[src/logic/sio_pkg.sv]
// Purpose: shared constants for the secure i/o block
// Assumes: apb with 32-bit data, 40 mhz clock
// Notes: register offsets are byte addresses
`default_nettype none
package sio_pkg;
  localparam logic [7:0] SIO_ADDR_CTRL = 8'h00;
  localparam logic [7:0] SIO_ADDR_TRIG = 8'h04;
  localparam logic [7:0] SIO_ADDR_DUR = 8'h08;
  localparam logic [7:0] SIO_ADDR_WDT = 8'h0c;
  localparam logic [7:0] SIO_ADDR_CMD = 8'h10;
  localparam logic [7:0] SIO_ADDR_STAT = 8'h14;
  localparam logic [7:0] SIO_ADDR_IRQ_ST = 8'h18;
  localparam logic [7:0] SIO_ADDR_IRQ_EN = 8'h1c;
  localparam logic [7:0] SIO_ADDR_IRQ_CLR = 8'h20;
  // ctrl bit positions
  localparam int SIO_C_TAMP_EN = 0;
  localparam int SIO_C_EVT_EN = 1;
  localparam int SIO_C_EVT_POL = 2;
  localparam int SIO_C_EVT_PULSE = 3;
  localparam int SIO_C_WDT_EN = 4;
  localparam int SIO_C_OP_OK = 5;
  localparam logic [31:0] SIO_CTRL_RST = 32'h0000_0020;
  // cmd register bits
  localparam int SIO_K_BOOT_DONE = 0;
  localparam int SIO_K_BUSY = 1;
  // event indices
  localparam int SIO_NEV = 8;
  localparam int SIO_E_BOOT_OK = 0;
  localparam int SIO_E_BOOT_FAIL = 1;
  localparam int SIO_E_CHAN_OK = 2;
  localparam int SIO_E_CHAN_ERR = 3;
  localparam int SIO_E_TAMPER = 4;
  localparam int SIO_E_CONSIST = 5;
  localparam int SIO_E_POR = 6;
  localparam int SIO_E_WDT = 7;
  localparam int SIO_CLK_HZ = 40000000;
  localparam int SIO_DUR_W = 24;
  localparam logic [23:0] SIO_DUR_RST = 24'h000028;
  localparam logic [31:0] SIO_WDT_RST = 32'h0002_7100;
  typedef enum logic [1:0] {
    SIO_EV_IDLE = 2'b00,
    SIO_EV_DRIVE = 2'b01,
    SIO_EV_HOLD = 2'b10
  } sio_ev_st_t;
endpackage : sio_pkg
`default_nettype wire

[src/logic/sio_evt_out.sv]
// Purpose: drives the secure event pin for a set time or holds it
// Assumes: trig is a one-cycle pulse
// Notes: pin is released to open-drain when idle
`default_nettype none
module sio_evt_out
  import sio_pkg::*;
(
  input wire logic clk,
  input wire logic rst,
  input wire logic enable,
  input wire logic polarity,
  input wire logic pulse_mode,
  input wire logic [SIO_DUR_W-1:0] duration,
  input wire logic trig,
  input wire logic release_hold,
  output logic pin_o,
  output logic pin_oe
);
  sio_ev_st_t st, next_st;
  logic [SIO_DUR_W-1:0] cnt, next_cnt;
  logic next_o, next_oe;
  always_comb begin
    next_st = st;
    next_cnt = cnt;
    case (st)
      SIO_EV_IDLE: begin
        if (enable && trig) begin
          next_st = pulse_mode ? SIO_EV_DRIVE : SIO_EV_HOLD;
          next_cnt = duration;
        end
      end
      SIO_EV_DRIVE: begin
        if (cnt <= 24'h000001) begin
          next_st = SIO_EV_IDLE;
        end else begin
          next_cnt = cnt - 24'h000001;
        end
      end
      SIO_EV_HOLD: begin
        if (release_hold) begin
          next_st = SIO_EV_IDLE;
        end
      end
      default: next_st = SIO_EV_IDLE;
    endcase
    if (!enable) begin
      next_st = SIO_EV_IDLE;
    end
    next_oe = (next_st != SIO_EV_IDLE);
    next_o = next_oe ? polarity : 1'b0;
  end
  always_ff @(posedge clk or posedge rst) begin
    if (rst) begin
      st <= SIO_EV_IDLE;
      cnt <= '0;
      pin_o <= 1'b0;
      pin_oe <= 1'b0;
    end else begin
      st <= next_st;
      cnt <= next_cnt;
      pin_o <= next_o;
      pin_oe <= next_oe;
    end
  end
  a_evt_release: assert property (@(posedge clk) disable iff (rst)
    !enable |=> !pin_oe) else $error("event pin driven while disabled");
endmodule : sio_evt_out
`default_nettype wire

[src/logic/sio_wdt.sv]
// Purpose: watchdog on the kick input
// Assumes: kick synchronous to clk
// Notes: any edge of the kick restarts the count
`default_nettype none
module sio_wdt
  import sio_pkg::*;
(
  input wire logic clk,
  input wire logic rst,
  input wire logic enable,
  input wire logic [31:0] timeout,
  input wire logic kick,
  output logic expired
);
  logic kick_d, next_kick_d;
  logic [31:0] cnt, next_cnt;
  logic next_exp;
  always_comb begin
    next_kick_d = kick;
    next_cnt = cnt;
    next_exp = 1'b0;
    if (!enable) begin
      next_cnt = '0;
    end else if (kick != kick_d) begin
      next_cnt = '0;
    end else if (cnt + 32'h1 >= timeout) begin
      next_cnt = '0;
      next_exp = 1'b1;
    end else begin
      next_cnt = cnt + 32'h1;
    end
  end
  always_ff @(posedge clk or posedge rst) begin
    if (rst) begin
      kick_d <= 1'b0;
      cnt <= '0;
      expired <= 1'b0;
    end else begin
      kick_d <= next_kick_d;
      cnt <= next_cnt;
      expired <= next_exp;
    end
  end
  a_wdt_quiet: assert property (@(posedge clk) disable iff (rst)
    !enable |=> !expired) else $error("watchdog fired while disabled");
endmodule : sio_wdt
`default_nettype wire

[src/logic/sio_top.sv]
// Purpose: tamper input, secure event output, watchdog and command ready
// Assumes: apb slave, single 40 mhz clock, pins synchronous
// Notes: event pin is open-drain style: output plus enable
//
// Our own choices: the APB slave port and the address map.
`default_nettype none
// Overview of operation
// - tamper counts only when powered, power_down_n high and conditions valid
// - enabled tamper detection starts the response while tamper input is low
// - tamper detection is off after reset
// - event output off after reset and not driven until enabled
// - enabled event output stays undriven while no event is active
// - on a chosen event drive polarity level for set time, then release
// - event output either holds its level or emits a pulse
// - watchdog off after reset; kick input ignored while off
// - ready low while busy or unable to take a command
// - ready high after boot once commands can be taken
// - ready high when command processing finishes
// - power_down_n low erases volatile state; host holds it high when active
// - tamper input is active low and reads inactive when open
// - event triggers: boot, channel, tamper, consistency, power-on, watchdog
module sio_top
  import sio_pkg::*;
(
  input wire logic clk,
  input wire logic rst,
  input wire logic psel,
  input wire logic penable,
  input wire logic pwrite,
  input wire logic [7:0] paddr,
  input wire logic [31:0] pwdata,
  output logic [31:0] prdata,
  output logic pready,
  output logic pslverr,
  input wire logic power_down_n,
  input wire logic tamper_n,
  input wire logic watchdog_kick_in,
  input wire logic boot_ok_in,
  input wire logic boot_fail_in,
  input wire logic chan_ok_in,
  input wire logic chan_err_in,
  input wire logic consist_err_in,
  input wire logic cmd_start_in,
  input wire logic cmd_done_in,
  output logic tamper_resp,
  output logic evt_o,
  output logic evt_oe,
  output logic cmd_ready,
  output logic irq
);
  function automatic logic is_addr(input logic [7:0] a, input logic [7:0] r);
    return a == r;
  endfunction

  logic [31:0] ctrl, next_ctrl;
  logic [SIO_NEV-1:0] trig_sel, next_trig_sel;
  logic [SIO_DUR_W-1:0] dur, next_dur;
  logic [31:0] wdt_to, next_wdt_to;
  logic [SIO_NEV-1:0] irq_st, next_irq_st, irq_en, next_irq_en;
  logic [31:0] next_prdata;
  logic next_pready, next_pslverr;
  logic booted, next_booted, busy, next_busy, next_cmd_ready;
  logic por_pend, next_por_pend;
  logic tamp_lvl, next_tamp_resp, next_irq;
  logic wdt_exp, ev_release, cmd_wr, cmd_clr;
  logic [SIO_NEV-1:0] events;
  logic wr, rd, hit, acc;

  // access phase seen, answer not yet given
  assign acc = psel && penable && !pready;
  // a write lands only at the edge that completes the transfer
  assign wr = psel && penable && pwrite && pready;
  assign rd = acc && !pwrite;
  assign hit = is_addr(paddr, SIO_ADDR_CTRL) || is_addr(paddr, SIO_ADDR_TRIG) ||
    is_addr(paddr, SIO_ADDR_DUR) || is_addr(paddr, SIO_ADDR_WDT) ||
    is_addr(paddr, SIO_ADDR_CMD) || is_addr(paddr, SIO_ADDR_STAT) ||
    is_addr(paddr, SIO_ADDR_IRQ_ST) || is_addr(paddr, SIO_ADDR_IRQ_EN) ||
    is_addr(paddr, SIO_ADDR_IRQ_CLR);
  assign cmd_wr = wr && is_addr(paddr, SIO_ADDR_CMD);
  assign cmd_clr = cmd_wr && pwdata[SIO_K_BUSY];
  assign ev_release = wr && is_addr(paddr, SIO_ADDR_STAT);

  // tamper qualified by power, power_down_n and valid operation
  assign tamp_lvl = ctrl[SIO_C_TAMP_EN] && !tamper_n && power_down_n &&
    ctrl[SIO_C_OP_OK];

  always_comb begin
    events = '0;
    events[SIO_E_BOOT_OK] = boot_ok_in;
    events[SIO_E_BOOT_FAIL] = boot_fail_in;
    events[SIO_E_CHAN_OK] = chan_ok_in;
    events[SIO_E_CHAN_ERR] = chan_err_in;
    events[SIO_E_TAMPER] = tamp_lvl && !tamper_resp;
    events[SIO_E_CONSIST] = consist_err_in;
    events[SIO_E_POR] = por_pend;
    events[SIO_E_WDT] = wdt_exp;
  end

  always_comb begin
    next_ctrl = ctrl;
    next_trig_sel = trig_sel;
    next_dur = dur;
    next_wdt_to = wdt_to;
    next_irq_en = irq_en;
    next_irq_st = irq_st;
    next_prdata = prdata;
    next_pready = 1'b0;
    next_pslverr = 1'b0;
    if (acc) begin
      next_pready = 1'b1;
      next_pslverr = !hit;
    end
    if (wr) begin
      if (is_addr(paddr, SIO_ADDR_CTRL)) next_ctrl = pwdata;
      if (is_addr(paddr, SIO_ADDR_TRIG)) next_trig_sel = pwdata[SIO_NEV-1:0];
      if (is_addr(paddr, SIO_ADDR_DUR)) next_dur = pwdata[SIO_DUR_W-1:0];
      if (is_addr(paddr, SIO_ADDR_WDT)) next_wdt_to = pwdata;
      if (is_addr(paddr, SIO_ADDR_IRQ_EN)) next_irq_en = pwdata[SIO_NEV-1:0];
      if (is_addr(paddr, SIO_ADDR_IRQ_CLR)) next_irq_st = irq_st & ~pwdata[SIO_NEV-1:0];
    end
    next_irq_st = next_irq_st | events;
    if (rd) begin
      next_prdata = '0;
      case (paddr)
        SIO_ADDR_CTRL: next_prdata = ctrl;
        SIO_ADDR_TRIG: next_prdata[SIO_NEV-1:0] = trig_sel;
        SIO_ADDR_DUR: next_prdata[SIO_DUR_W-1:0] = dur;
        SIO_ADDR_WDT: next_prdata = wdt_to;
        SIO_ADDR_CMD: next_prdata[1:0] = {busy, booted};
        SIO_ADDR_STAT: next_prdata[2:0] = {cmd_ready, tamper_resp, evt_oe};
        SIO_ADDR_IRQ_ST: next_prdata[SIO_NEV-1:0] = irq_st;
        SIO_ADDR_IRQ_EN: next_prdata[SIO_NEV-1:0] = irq_en;
        default: next_prdata = '0;
      endcase
    end
    if (!power_down_n) begin
      next_irq_st = '0;
    end
    next_irq = |(next_irq_st & next_irq_en);
  end

  // command ready: low until boot done, low while busy
  always_comb begin
    next_booted = booted;
    next_busy = busy;
    next_por_pend = 1'b0;
    next_tamp_resp = tamp_lvl;
    if (cmd_wr && pwdata[SIO_K_BOOT_DONE]) next_booted = 1'b1;
    if (cmd_start_in && booted) next_busy = 1'b1;
    if (cmd_done_in || cmd_clr) next_busy = 1'b0;
    if (!power_down_n) begin
      next_busy = 1'b0;
      next_booted = 1'b0;
    end
    next_cmd_ready = next_booted && !next_busy;
  end

  always_ff @(posedge clk or posedge rst) begin
    if (rst) begin
      ctrl <= SIO_CTRL_RST;
      trig_sel <= '0;
      dur <= SIO_DUR_RST;
      wdt_to <= SIO_WDT_RST;
      irq_st <= '0;
      irq_en <= '0;
      prdata <= '0;
      pready <= 1'b0;
      pslverr <= 1'b0;
      irq <= 1'b0;
      booted <= 1'b0;
      busy <= 1'b0;
      cmd_ready <= 1'b0;
      por_pend <= 1'b1;
      tamper_resp <= 1'b0;
    end else begin
      ctrl <= next_ctrl;
      trig_sel <= next_trig_sel;
      dur <= next_dur;
      wdt_to <= next_wdt_to;
      irq_st <= next_irq_st;
      irq_en <= next_irq_en;
      prdata <= next_prdata;
      pready <= next_pready;
      pslverr <= next_pslverr;
      irq <= next_irq;
      booted <= next_booted;
      busy <= next_busy;
      cmd_ready <= next_cmd_ready;
      por_pend <= next_por_pend;
      tamper_resp <= next_tamp_resp;
    end
  end

  sio_wdt u_wdt (
    .clk(clk),
    .rst(rst),
    .enable(ctrl[SIO_C_WDT_EN] && power_down_n),
    .timeout(wdt_to),
    .kick(watchdog_kick_in),
    .expired(wdt_exp)
  );

  sio_evt_out u_evt (
    .clk(clk),
    .rst(rst),
    .enable(ctrl[SIO_C_EVT_EN]),
    .polarity(ctrl[SIO_C_EVT_POL]),
    .pulse_mode(ctrl[SIO_C_EVT_PULSE]),
    .duration(dur),
    .trig(|(events & trig_sel)),
    .release_hold(ev_release),
    .pin_o(evt_o),
    .pin_oe(evt_oe)
  );

  a_tamp_gate: assert property (@(posedge clk) disable iff (rst)
    (!ctrl[SIO_C_TAMP_EN] || !power_down_n) |=> !tamper_resp)
    else $error("tamper response while gated");
  a_tamp_fire: assert property (@(posedge clk) disable iff (rst)
    (ctrl[SIO_C_TAMP_EN] && ctrl[SIO_C_OP_OK] && power_down_n && !tamper_n) |=> tamper_resp)
    else $error("tamper low not answered");
  a_rdy_busy: assert property (@(posedge clk) disable iff (rst)
    (busy && !cmd_done_in && !cmd_clr) |=> !cmd_ready)
    else $error("ready high while busy");
  a_rdy_boot: assert property (@(posedge clk) disable iff (rst)
    (cmd_wr && pwdata[SIO_K_BOOT_DONE] && !busy && power_down_n && !cmd_start_in) |=> cmd_ready)
    else $error("ready not raised after boot");
  a_rdy_done: assert property (@(posedge clk) disable iff (rst)
    (booted && busy && cmd_done_in && power_down_n) |=> cmd_ready)
    else $error("ready not raised after done");
  a_evt_idle: assert property (@(posedge clk) disable iff (rst)
    (evt_oe == 1'b0) |-> (evt_o == 1'b0))
    else $error("event level without drive");
  a_evt_fire: assert property (@(posedge clk) disable iff (rst)
    (ctrl[SIO_C_EVT_EN] && !evt_oe && |(events & trig_sel) && $stable(ctrl)) |=>
    (evt_oe && evt_o == ctrl[SIO_C_EVT_POL]))
    else $error("event pin not driven");
  a_pdn_clear: assert property (@(posedge clk) disable iff (rst)
    !power_down_n |=> (!cmd_ready && !tamper_resp))
    else $error("state kept in power-down");
endmodule : sio_top
`default_nettype wire

[config.mk]
export PLATFORM = sky130hd
export DESIGN_NAME = sio_top
export DESIGN_NICKNAME = d
export VERILOG_FILES = /design/src/logic/sio_pkg.sv /design/src/logic/sio_evt_out.sv /design/src/logic/sio_wdt.sv /design/src/logic/sio_top.sv
export SDC_FILE = /design/constraint.sdc
export NUM_CORES = 1
export LEC_CHECK = 0
export ABC_AREA = 0
export BUFFER_PORTS_ARGS = -buffer_cell sky130_fd_sc_hd__buf_2
export CAP_MARGIN = 10
export CORE_UTILIZATION = 40
export DETAILED_ROUTE_END_ITERATION = 7
export PLACE_DENSITY_LB_ADDON = 0.1
export SYNTH_ARGS = -nofsm -noshare
export SYNTH_HDL_FRONTEND = slang
export SYNTH_SLANG_ARGS = --single-unit
[constraint.sdc]
create_clock -name clk -period 10 [get_ports clk]
set_input_delay 0 -clock clk [delete_from_list [all_inputs] [get_ports clk]]
set_output_delay 0 -clock clk [all_outputs]
set_load 0.05 [all_outputs]
==> impl_metrics.tcl, run 1 <==
set metrics [dict create \
    slew_headroom 0.261 \
    clock_sinks 214 \
    pwr-share-clk 0.469 \
    power_frac_comb 0.071 \
    vias 8058 \
    r2r_end "u_wdt.cnt[24]" \
    pwr-share-seq 0.459 \
    antenna_found_initial 0 \
    diodes 0 \
    endpoint_kind "register" \
    rsz0062_at_grt "false" \
    slowest_stage "a21o_1" \
    grt_pass1_wl_um 46300 \
    critPathMaxFanout 33 \
    drt_iter0_markers 715 \
    hp-start "paddr[5]" \
    grt-ovfl-total 0 \
    final_antenna_net_count 0 \
    timing.fmax_ghz 0.226 \
    netlist_area_sq_um 10500 \
    p_int_w 0.00148 \
    cts_tree "done" \
    track_usage 0.222 \
    outcome "completed" \
    first_pass_iters 8 \
    yosysTopAreaCell "dfrtp_1" \
    crit_path_start_kind "register" \
    synth_most_common_cell "dfrtp_1" \
    postSynthCellCount 987 \
    finalSetupViolations 0 \
    timing.final.crit_share 0.443 \
    cellLeakagePower_nw 5.94 \
    final_cell_area_sq_um 12700 \
    die_area_sq_um 27000 \
    coreArea_sq_um 26000 \
    start_util 0.406 \
    finalClockSkew_ns 0.0240 \
    boundaryPins 94 \
    io_buffer_count 93 \
    power_density_nw_per_um2 152 \
    layout-drive-gt1-share 0.165 \
    cpMostUsedCell "nand4_1" \
    drv_slew 0 \
    crit_cells 11 \
    fill_cells 2508 \
    synth_common_cells "dfrtp_1, nand2_1, nor2_1" \
    final.setup.tns_ns 0 \
    synth.avg_cell_area_sq_um 10.7 \
    r2r_cells 11 \
    place_congestion 0.816 \
    clock_path_buffers 3 \
    crit_buf_inv 0 \
    syn2layout_area_growth_pct 20.5 \
    clock_latency_ns 0.52 \
    power.share.switching 0.235 \
    period_minus_slack_ns 4.43 \
    crit_chain "nand4_1 -> nor4_2 -> nand4_1 -> or3_1 -> xnor2_1 -> ha_1 -> nand2_1 -> or4_1 -> a211oi_1 -> a21o_1 -> nor3b_1" \
    wl_per_cell_um 19.4 \
    slowest_delay_ns 0.87 \
    placed_area_sq_um 11300 \
    synthesis.nets 1077 \
    root_buffer "clkbuf_16" \
    rows 59 \
    die_w_um 164 \
    postSynth.topFlopCell "dfrtp_1" \
    synth-edff-count 0 \
    wirelength_um 28800 \
    vias_per_cell 5.45 \
    tightest_slew_ns 1.11 \
    grt_pass1_vias 8136 \
    critical_path_class "register to register" \
    finalNetCount 1216 \
    drv_cap 0 \
    die_h_um 164 \
    whs_endpoint "pslverr" \
    holdPathStages 3 \
    p_switching_w 0.000455 \
    cts-buffers-inserted 24 \
    drc 0 \
    peakVddDrop_v 0.000124 \
    synthArstFlopShare 1.00 \
    r2r_start "u_wdt.cnt[10]" \
    synth_top_area_share 0.487 \
    required_ns 10.33 \
    ys_top_cells_by_area "dfrtp_1, mux2_1, ha_1, nand2_1, mux2_2" \
    synth_cell_types 63 \
    hold_violations 0 \
    cp.arrival_ns 4.77 \
    cpLargestDelayFamily "simple AND/OR/NAND/NOR gates" \
    ys_seq_elements 214 \
    ys_warn_count 0 \
    h-tree-depth 1 \
    cts.clk_slew.worst_paths_ns 0.06 \
    timing.hold.ws_ns 0.0224 \
    hp-class "input port to register" \
    rrSetupSlack_ns 5.57 \
    ys_seq_area_frac 0.509 \
    grt_max_degree 139 \
    dp_hpwl_um 19500 \
]
-- repair_timing --
item / in CTS / in global routing
hold buffers: 56 / 0
endpoints found under the setup margin: 0 / 0
endpoints found under the hold margin: 256 / 0
gates resized for setup: 0 / 0
setup buffers: 0 / 0
-- worst max-delay path by stage --
stage / start / to / slack (ns)
3_5_place_dp: u_wdt.cnt[10] / u_wdt.cnt[19] / 5.61
5_1_grt: u_wdt.cnt[10] / u_wdt.cnt[19] / 5.21
3_3_place_gp: u_wdt.cnt[10] / u_wdt.expired / 5.66
6_report: u_wdt.cnt[10] / u_wdt.cnt[24] / 5.57
2_1_floorplan: rst / booted / 4.16
4_1_cts: u_wdt.cnt[10] / u_wdt.cnt[24] / 5.58
-- cell type report --
cell class | count | area [sq um] | share of cell area
flip-flops and latches | 214 | 5370 | 0.422
clock buffers | 37 | 701 | 0.0552
clock inverters | 7 | 110 | 0.00867
repair buffers | 159 | 1100 | 0.0867
inverters | 52 | 203 | 0.0160
multi-input cells | 675 | 4800 | 0.378
well taps | 335 | 419 | 0.0330
-- cell families after synthesis --
| logic type | after synthesis | synth area share |
|---|---|---|
| other | 1 | 0.000356 |
| muxes | 108 | 0.114 |
| DFF | 214 | 0.509 |
| buffers and inverters | 98 | 0.0363 |
| xor gates and xnor gates | 31 | 0.0258 |
| and+or+nand+nor | 299 | 0.142 |
| AOI/OAI and AO/OA | 201 | 0.130 |
| adders and majority gates | 35 | 0.0415 |
-- registers in the layout (all words and copies together) (netlist names), 24 cells and up --
register,flops
ctrl,32
dur,24
prdata,32
u_evt.cnt,24
u_wdt.cnt,32
wdt_to,32
-- layer usage --
layer,share of wire,track usage,vias to the layer above
met4,0.013,0.0442,0
met3,0.046,0.0323,28
met5,0,0,-
met1,0.48,0.317,3959
li1,-,-,3881
met2,0.46,0.357,190
-- cell usage in the layout (no fill, tap or decap), types with 20 or more instances in the layout --
master | Yosys | layout
dfrtp_1 | 205 | 205
buf_2 | 0 | 93
nand2_1 | 84 | 83
nor2_1 | 78 | 76
mux2_1 | 73 | 73
dlygate4sd3_1 | 0 | 56
inv_1 | 51 | 50
a21oi_1 | 46 | 46
ha_1 | 35 | 35
o21ai_0 | 28 | 28
mux2_2 | 27 | 27
nor3_1 | 26 | 25
a222oi_1 | 25 | 25
clkbuf_16 | 0 | 25
nand3_1 | 20 | 20
o21ai_1 | 20 | 20
-- worst register-to-register path, stage by stage (launching register included) --
cell and delay, ns:
dfrtp_1 0.41, nand4_1 0.20, nor4_2 0.48, nand4_1 0.34, or3_1 0.47, xnor2_1 0.15
ha_1 0.29, nand2_1 0.09, or4_1 0.55, a211oi_1 0.23, a21o_1 0.87, nor3b_1 0.17
-- power groups by stage --
stage	sequential (W)	clock (W)	combinational, W
floorplan	0.000940	0	0.0000415
global placement	0.000905	0	0.000122
detailed placement	0.000905	0	0.000122
CTS	0.000889	0.000930	0.000139
global route	0.000891	0.000965	0.000150
finish	0.000890	0.000909	0.000138
-- through the flow --
stage          total power (W)  std cells  worst slack, ns  utilization
2_1_floorplan         0.000982        987             4.16            -
3_3_place_gp           0.00103       1379             5.66        0.436
3_5_place_dp           0.00103       1379             5.61        0.436
4_1_cts                0.00196       1479             5.58        0.489
5_1_grt                0.00201       1479             5.21        0.489
6_report               0.00194       1479             5.57        0.489
(Power assumes the default switching activity.)
==> run 2: changes to the inputs <==
Clock period 10 ns to 4.5 ns, I/O delays scaled along.
==> run 2 against run 1 <==
  * Die area unchanged
  * Global-route usage grew 0.067 points
  * Flip-flop and latch count did not move
  * Via count grew 1.8%
  * Worst hold slack lost 0.010 ns
  * Worst setup slack lost 4.9 ns
  * First-iteration DRC count is 4.6% lower
  * Critical endpoint is now u_wdt.cnt[30]
  * Largest power group unchanged
==> impl_metrics.tcl, run 2 (synthesis results as in run 1) <==
set metrics [dict create \
    outcome "completed" \
    finalClockSkew_ns 0.0144 \
    clock_sinks 214 \
    layout-drive-gt1-share 0.169 \
    stdcell_count 1481 \
    r2r_start "u_wdt.cnt[10]" \
    power_w 0.00431 \
    rsz0062_at_grt "false" \
    critical_path_class "register to register" \
    r2r_cells 12 \
    ctsHoldBuffers 55 \
    timing.hold.ws_ns 0.0121 \
    final_antenna_net_count 0 \
    cts.clk_slew.worst_paths_ns 0.06 \
    h-tree-depth 1 \
    critPathMaxFanout 18 \
    r2r_end "u_wdt.cnt[30]" \
    tightest_slew_ns 1.13 \
    placedCellCount 1383 \
    cts-buffers-inserted 24 \
    period_minus_slack_ns 3.84 \
    slew_headroom 0.248 \
    io_buffer_count 93 \
    vias_per_cell 5.54 \
    grt_pass1_wl_um 46500 \
    hp-class "input port to register" \
    place_congestion 0.818 \
    start_util 0.406 \
    cts_resized 0 \
    antenna_found_initial 0 \
    die_h_um 164 \
    die_w_um 164 \
    hold_violations 0 \
    endpoint_kind "register" \
    track_usage 0.223 \
    wirelength_um 29100 \
    power_density_nw_per_um2 338 \
    rrSetupSlack_ns 0.66 \
    required_ns 4.86 \
    finalSetupViolations 0 \
    first_pass_iters 6 \
    coreArea_sq_um 26000 \
    finalNetCount 1219 \
    final_common_cell "dfrtp_1" \
    diodes 0 \
    dp_hpwl_um 19800 \
    drt_iter0_markers 682 \
    wl_per_cell_um 19.7 \
    vias 8200 \
    cellLeakagePower_nw 5.95 \
    root_buffer "clkbuf_16" \
    clock_latency_ns 0.52 \
    die_area_sq_um 27000 \
    drv_cap 0 \
    syn2layout_area_growth_pct 20.8 \
    grt_pass1_vias 8190 \
    cts_tree "done" \
    layout_common_cells "dfrtp_1, buf_2, nand2_1, nor2_1, mux2_1" \
    timing.fmax_ghz 0.260 \
    cp.arrival_ns 4.20 \
    grt_max_degree 124 \
    drc 0 \
    peakVddDrop_v 0.000226 \
    final.setup.tns_ns 0 \
    rows 59 \
    clock_path_buffers 3 \
    drv_slew 0 \
    grt-ovfl-total 0 \
    crit_start "u_wdt.cnt[10]" \
    crit_path_end "u_wdt.cnt[30]" \
    cts_setup_buffers 0 \
    boundaryPins 94 \
    crit_path_start_kind "register" \
    timing.final.crit_share 0.854 \
]
==> run 2: how the worst min path moves through the flow <==
stage,startpoint,endpoint,depth (start not counted)
finish,paddr[5],pslverr,3
global route,paddr[3],prdata[0],4
CTS,paddr[3],prdata[0],4
detailed placement,rst,ctrl[8],2
global placement,rst,ctrl[8],2
floorplan,watchdog_kick_in,u_wdt.kick_d,0
==> run 2: power breakdown <==
group	switching (W)	internal, W	leakage (nW)
clock network	0.000791	0.00123	0.396
logic	0.000213	0.0000982	2.67
registers	0.0000204	0.00196	2.88
==> run 2: critical path: stages, from the launching register on <==
cell and delay [ns]:
dfrtp_1 0.42, nand4_1 0.23, nor4_2 0.46, nand4_1 0.32, or3_1 0.46, xnor2_1 0.15
ha_1 0.29, nand2_1 0.09, or4_1 0.54, a211oi_1 0.24, a21o_1 0.16, buf_4 0.24
nor3b_1 0.08
==> run 2: final cells by class <==
class / count / area, sq um
inverter: 52 / 199
multi-input combinational: 675 / 4800
clock inverter: 5 / 77.6
clock buffer: 38 / 734
sequential: 214 / 5370
tap: 335 / 419
timing repair buffer: 162 / 1130
fill: 2499 / 13300
==> run 2: routing by layer <==
metal / share of wire / track usage / vias up
met5: 0 / 0 / -
li1: - / - / 3897
met2: 0.45 / 0.352 / 206
met3: 0.047 / 0.0232 / 34
met1: 0.49 / 0.329 / 4063
met4: 0.013 / 0.0429 / 0
==> run 2: stage by stage <==
stage	area [sq um]	setup slack [ns]	utilization
5_1_grt	12700	0.390	0.490
2_1_floorplan	10500	1.02	-
4_1_cts	12700	0.691	0.490
3_3_place_gp	11400	0.775	0.438
6_report	12700	0.659	0.490
3_5_place_dp	11400	0.709	0.438
==> run 3: changes to the inputs <==
Settings changed: ABC_AREA 0 to 1, CTS_CLUSTER_DIAMETER set to 50.
==> run 3 against run 2 <==
  * Area after synthesis rose by 9.7%
  * Flip-flop and latch count stayed put
  * Total power is 12% higher
  * Core utilization increased by 1.1 points
  * Sequential power barely moved
  * Register-to-register slack better by 0.64 ns
  * Combinational power grew 4%
  * Via count grew 26%
  * Wire length grew 16%
  * Largest power group unchanged
==> impl_metrics.tcl, run 3 <==
set metrics [dict create \
    outcome "completed" \
    timing.final.crit_share 0.711 \
    required_ns 4.92 \
    synth_most_common_cell "nand2_1" \
    final_antenna_net_count 0 \
    grt-ovfl-total 0 \
    finalNetCount 1798 \
    crit_chain "ha_1 -> nand3_2 -> nor2_2 -> nand2_1 -> inv_1 -> nand3b_1 -> nor2_1 -> nand2_1 -> nand2_1 -> inv_1 -> ha_1 -> nand2_1 -> inv_1 -> nand4_1 -> nor2_1 -> nand4_1 -> nand3_1 -> buf_4 -> nor2_1" \
    synthesis.nets 1646 \
    die_h_um 172 \
    final_common_cell "nand2_1" \
    hold_violations 0 \
    track_usage 0.237 \
    h-tree-depth 1 \
    critical_path_class "register to register" \
    ys_seq_area_frac 0.464 \
    timing.fmax_ghz 0.313 \
    r2r_cells 19 \
    drv_slew 0 \
    crit_start "u_wdt.cnt[0]" \
    finalSetupViolations 0 \
    seqCellArea_sq_um 5370 \
    wirelength_um 33800 \
    start_util 0.412 \
    vias 10341 \
    crit_path_start_kind "register" \
    ys_seq_elements 214 \
    layout_common_cells "nand2_1, dfrtp_1, inv_1, nor2_1, o21ai_0" \
    clock_latency_ns 0.56 \
    layout-drive-gt1-share 0.118 \
    critPathMaxFanout 33 \
    yosysTopAreaCell "dfrtp_1" \
    hp-class "input port to asynchronous set/reset pin" \
    finalClockSkew_ns 0.0124 \
    first_pass_iters 5 \
    drc 0 \
    fill_cells 2853 \
    place_congestion 0.930 \
    place_ws_ns 1.32 \
    clock_path_buffers 3 \
    synthArstFlopShare 1.00 \
    slew_headroom 0.240 \
    cts_setup_buffers 0 \
    drt_iter0_markers 668 \
    grt_pass1_vias 10185 \
    clock_sinks 214 \
    dp_hpwl_um 23500 \
    slowest_stage "dfrtp_1" \
    netlist_area_sq_um 11600 \
    grt_pass1_wl_um 54600 \
    diodes 0 \
    crit_buf_inv 4 \
    cellLeakagePower_nw 7.06 \
    cts_tree "done" \
    cpLargestDelayFamily "simple AND/OR/NAND/NOR gates" \
    coreArea_sq_um 28100 \
    synth.avg_cell_area_sq_um 7.43 \
    ys_warn_count 0 \
    cts_resized 0 \
    rrSetupSlack_ns 1.30 \
    wl_per_cell_um 16.0 \
    die_area_sq_um 29600 \
    placed_area_sq_um 12300 \
    synth_cell_types 44 \
    vias_per_cell 4.90 \
    final.setup.tns_ns 0 \
    cpMostUsedCell "nand2_1" \
    power_density_nw_per_um2 342 \
    final_cell_area_sq_um 14100 \
    multi_input_area_sq_um 5190 \
    io_buffer_count 93 \
    r2r_end "u_wdt.cnt[19]" \
    slowest_delay_ns 0.43 \
    r2r_start "u_wdt.cnt[0]" \
    cts-buffers-inserted 31 \
    rows 61 \
    syn2layout_area_growth_pct 21.8 \
    antenna_found_initial 0 \
    drv_cap 0 \
    cp.arrival_ns 3.62 \
    postSynth.topFlopCell "dfrtp_1" \
    grt_max_degree 88 \
    synth_top_area_share 0.444 \
    period_minus_slack_ns 3.20 \
    postSynthCellCount 1556 \
    endpoint_kind "register" \
    rsz0062_at_grt "false" \
    timing.final.ws_setup_ns 1.30 \
    tightest_slew_ns 1.14 \
    ys_top_cells_by_area "dfrtp_1, nand2_1, o21ai_0, inv_1, nor2_1" \
    synth_common_cells "nand2_1, dfrtp_1, inv_1" \
    peakVddDrop_v 0.000282 \
    synth-edff-count 0 \
    root_buffer "clkbuf_16" \
    die_w_um 172 \
    cts.clk_slew.worst_paths_ns 0.06 \
    boundaryPins 94 \
]
==> run 3: cell count changes after synthesis, moves of 18 or more <==
cell	delta
nand2_1	+403
inv_1	+138
o21ai_0	+114
nor2_1	+83
mux2_1	-73
nand3_1	+57
mux2_2	-27
a222oi_1	-25
a21oi_1	+21
buf_2	+20
nor3b_1	-18
==> run 3: cells by family after synthesis <==
logic type | count (synthesis) | synth area share
adders and majority gates | 35 | 0.0379
other | 1 | 0.000324
DFF | 214 | 0.464
and+or+nand+nor | 783 | 0.278
xor gates and xnor gates | 20 | 0.0152
buffers and inverters | 246 | 0.0865
AOI/OAI and AO/OA | 257 | 0.118
==> run 3: worst max-delay path by stage <==
stage / to / slack [ns] / cells after the start
floorplan: booted / 1.72 / 1
global placement: u_wdt.cnt[26] / 1.38 / 15
detailed placement: u_wdt.cnt[22] / 1.32 / 19
CTS: u_wdt.cnt[3] / 1.30 / 19
global route: u_wdt.expired / 0.92 / 20
finish: u_wdt.cnt[19] / 1.30 / 19
==> run 3: power by group <==
part	total, W	internal [W]	leakage (nW)	switching, W
Sequential	0.00198	0.00196	2.92	0.0000178
Combinational	0.000322	0.0000958	3.61	0.000227
Clock	0.00252	0.00158	0.528	0.000934
==> run 3: layer usage <==
metal  global-route usage  vias to the layer above  part of all wire  routed length [um]
li1                     -                     5241                 -                   -
met1                0.334                     4808              0.48               16200
met2                0.386                      248              0.46               15600
met3               0.0270                       44             0.040                1350
met4               0.0604                        0             0.021                 705
met5                    0                        -                 0                   0
==> run 3: what timing repair did <==
action	CTS	global route
setup endpoints to repair	0	0
hold endpoints to repair	173	0
hold buffers	66	0
==> run 3: stage by stage <==
step | util | instances | hold slack (ns) | total power, W
global route | 0.501 | 2109 | 0.0574 | 0.00498
global placement | 0.440 | 1987 | 0.0550 | 0.00230
CTS | 0.501 | 2109 | 0.00293 | 0.00487
finish | 0.501 | 2109 | 0.0158 | 0.00481
detailed placement | 0.440 | 1987 | 0.0537 | 0.00230
floorplan | - | 1556 | 0.0314 | 0.00219
==> run 3: worst register-to-register path: stages, from the launching register on <==
cell	delay, ns
dfrtp_1	0.43
ha_1	0.23
nand3_2	0.15
nor2_2	0.24
nand2_1	0.13
inv_1	0.13
nand3b_1	0.14
nor2_1	0.11
nand2_1	0.07
nand2_1	0.07
inv_1	0.04
ha_1	0.26
nand2_1	0.05
inv_1	0.07
nand4_1	0.15
nor2_1	0.15
nand4_1	0.09
nand3_1	0.10
buf_4	0.35
nor2_1	0.11
==> run 3: area by class of cell <==
cell class | count | area share
clock buffers | 35 | 0.0576
clock inverters | 21 | 0.0185
inverters | 194 | 0.0520
multi-input cells | 1096 | 0.369
flip-flops and latches | 214 | 0.381
well taps | 378 | 0.0336
repair buffers | 171 | 0.0882
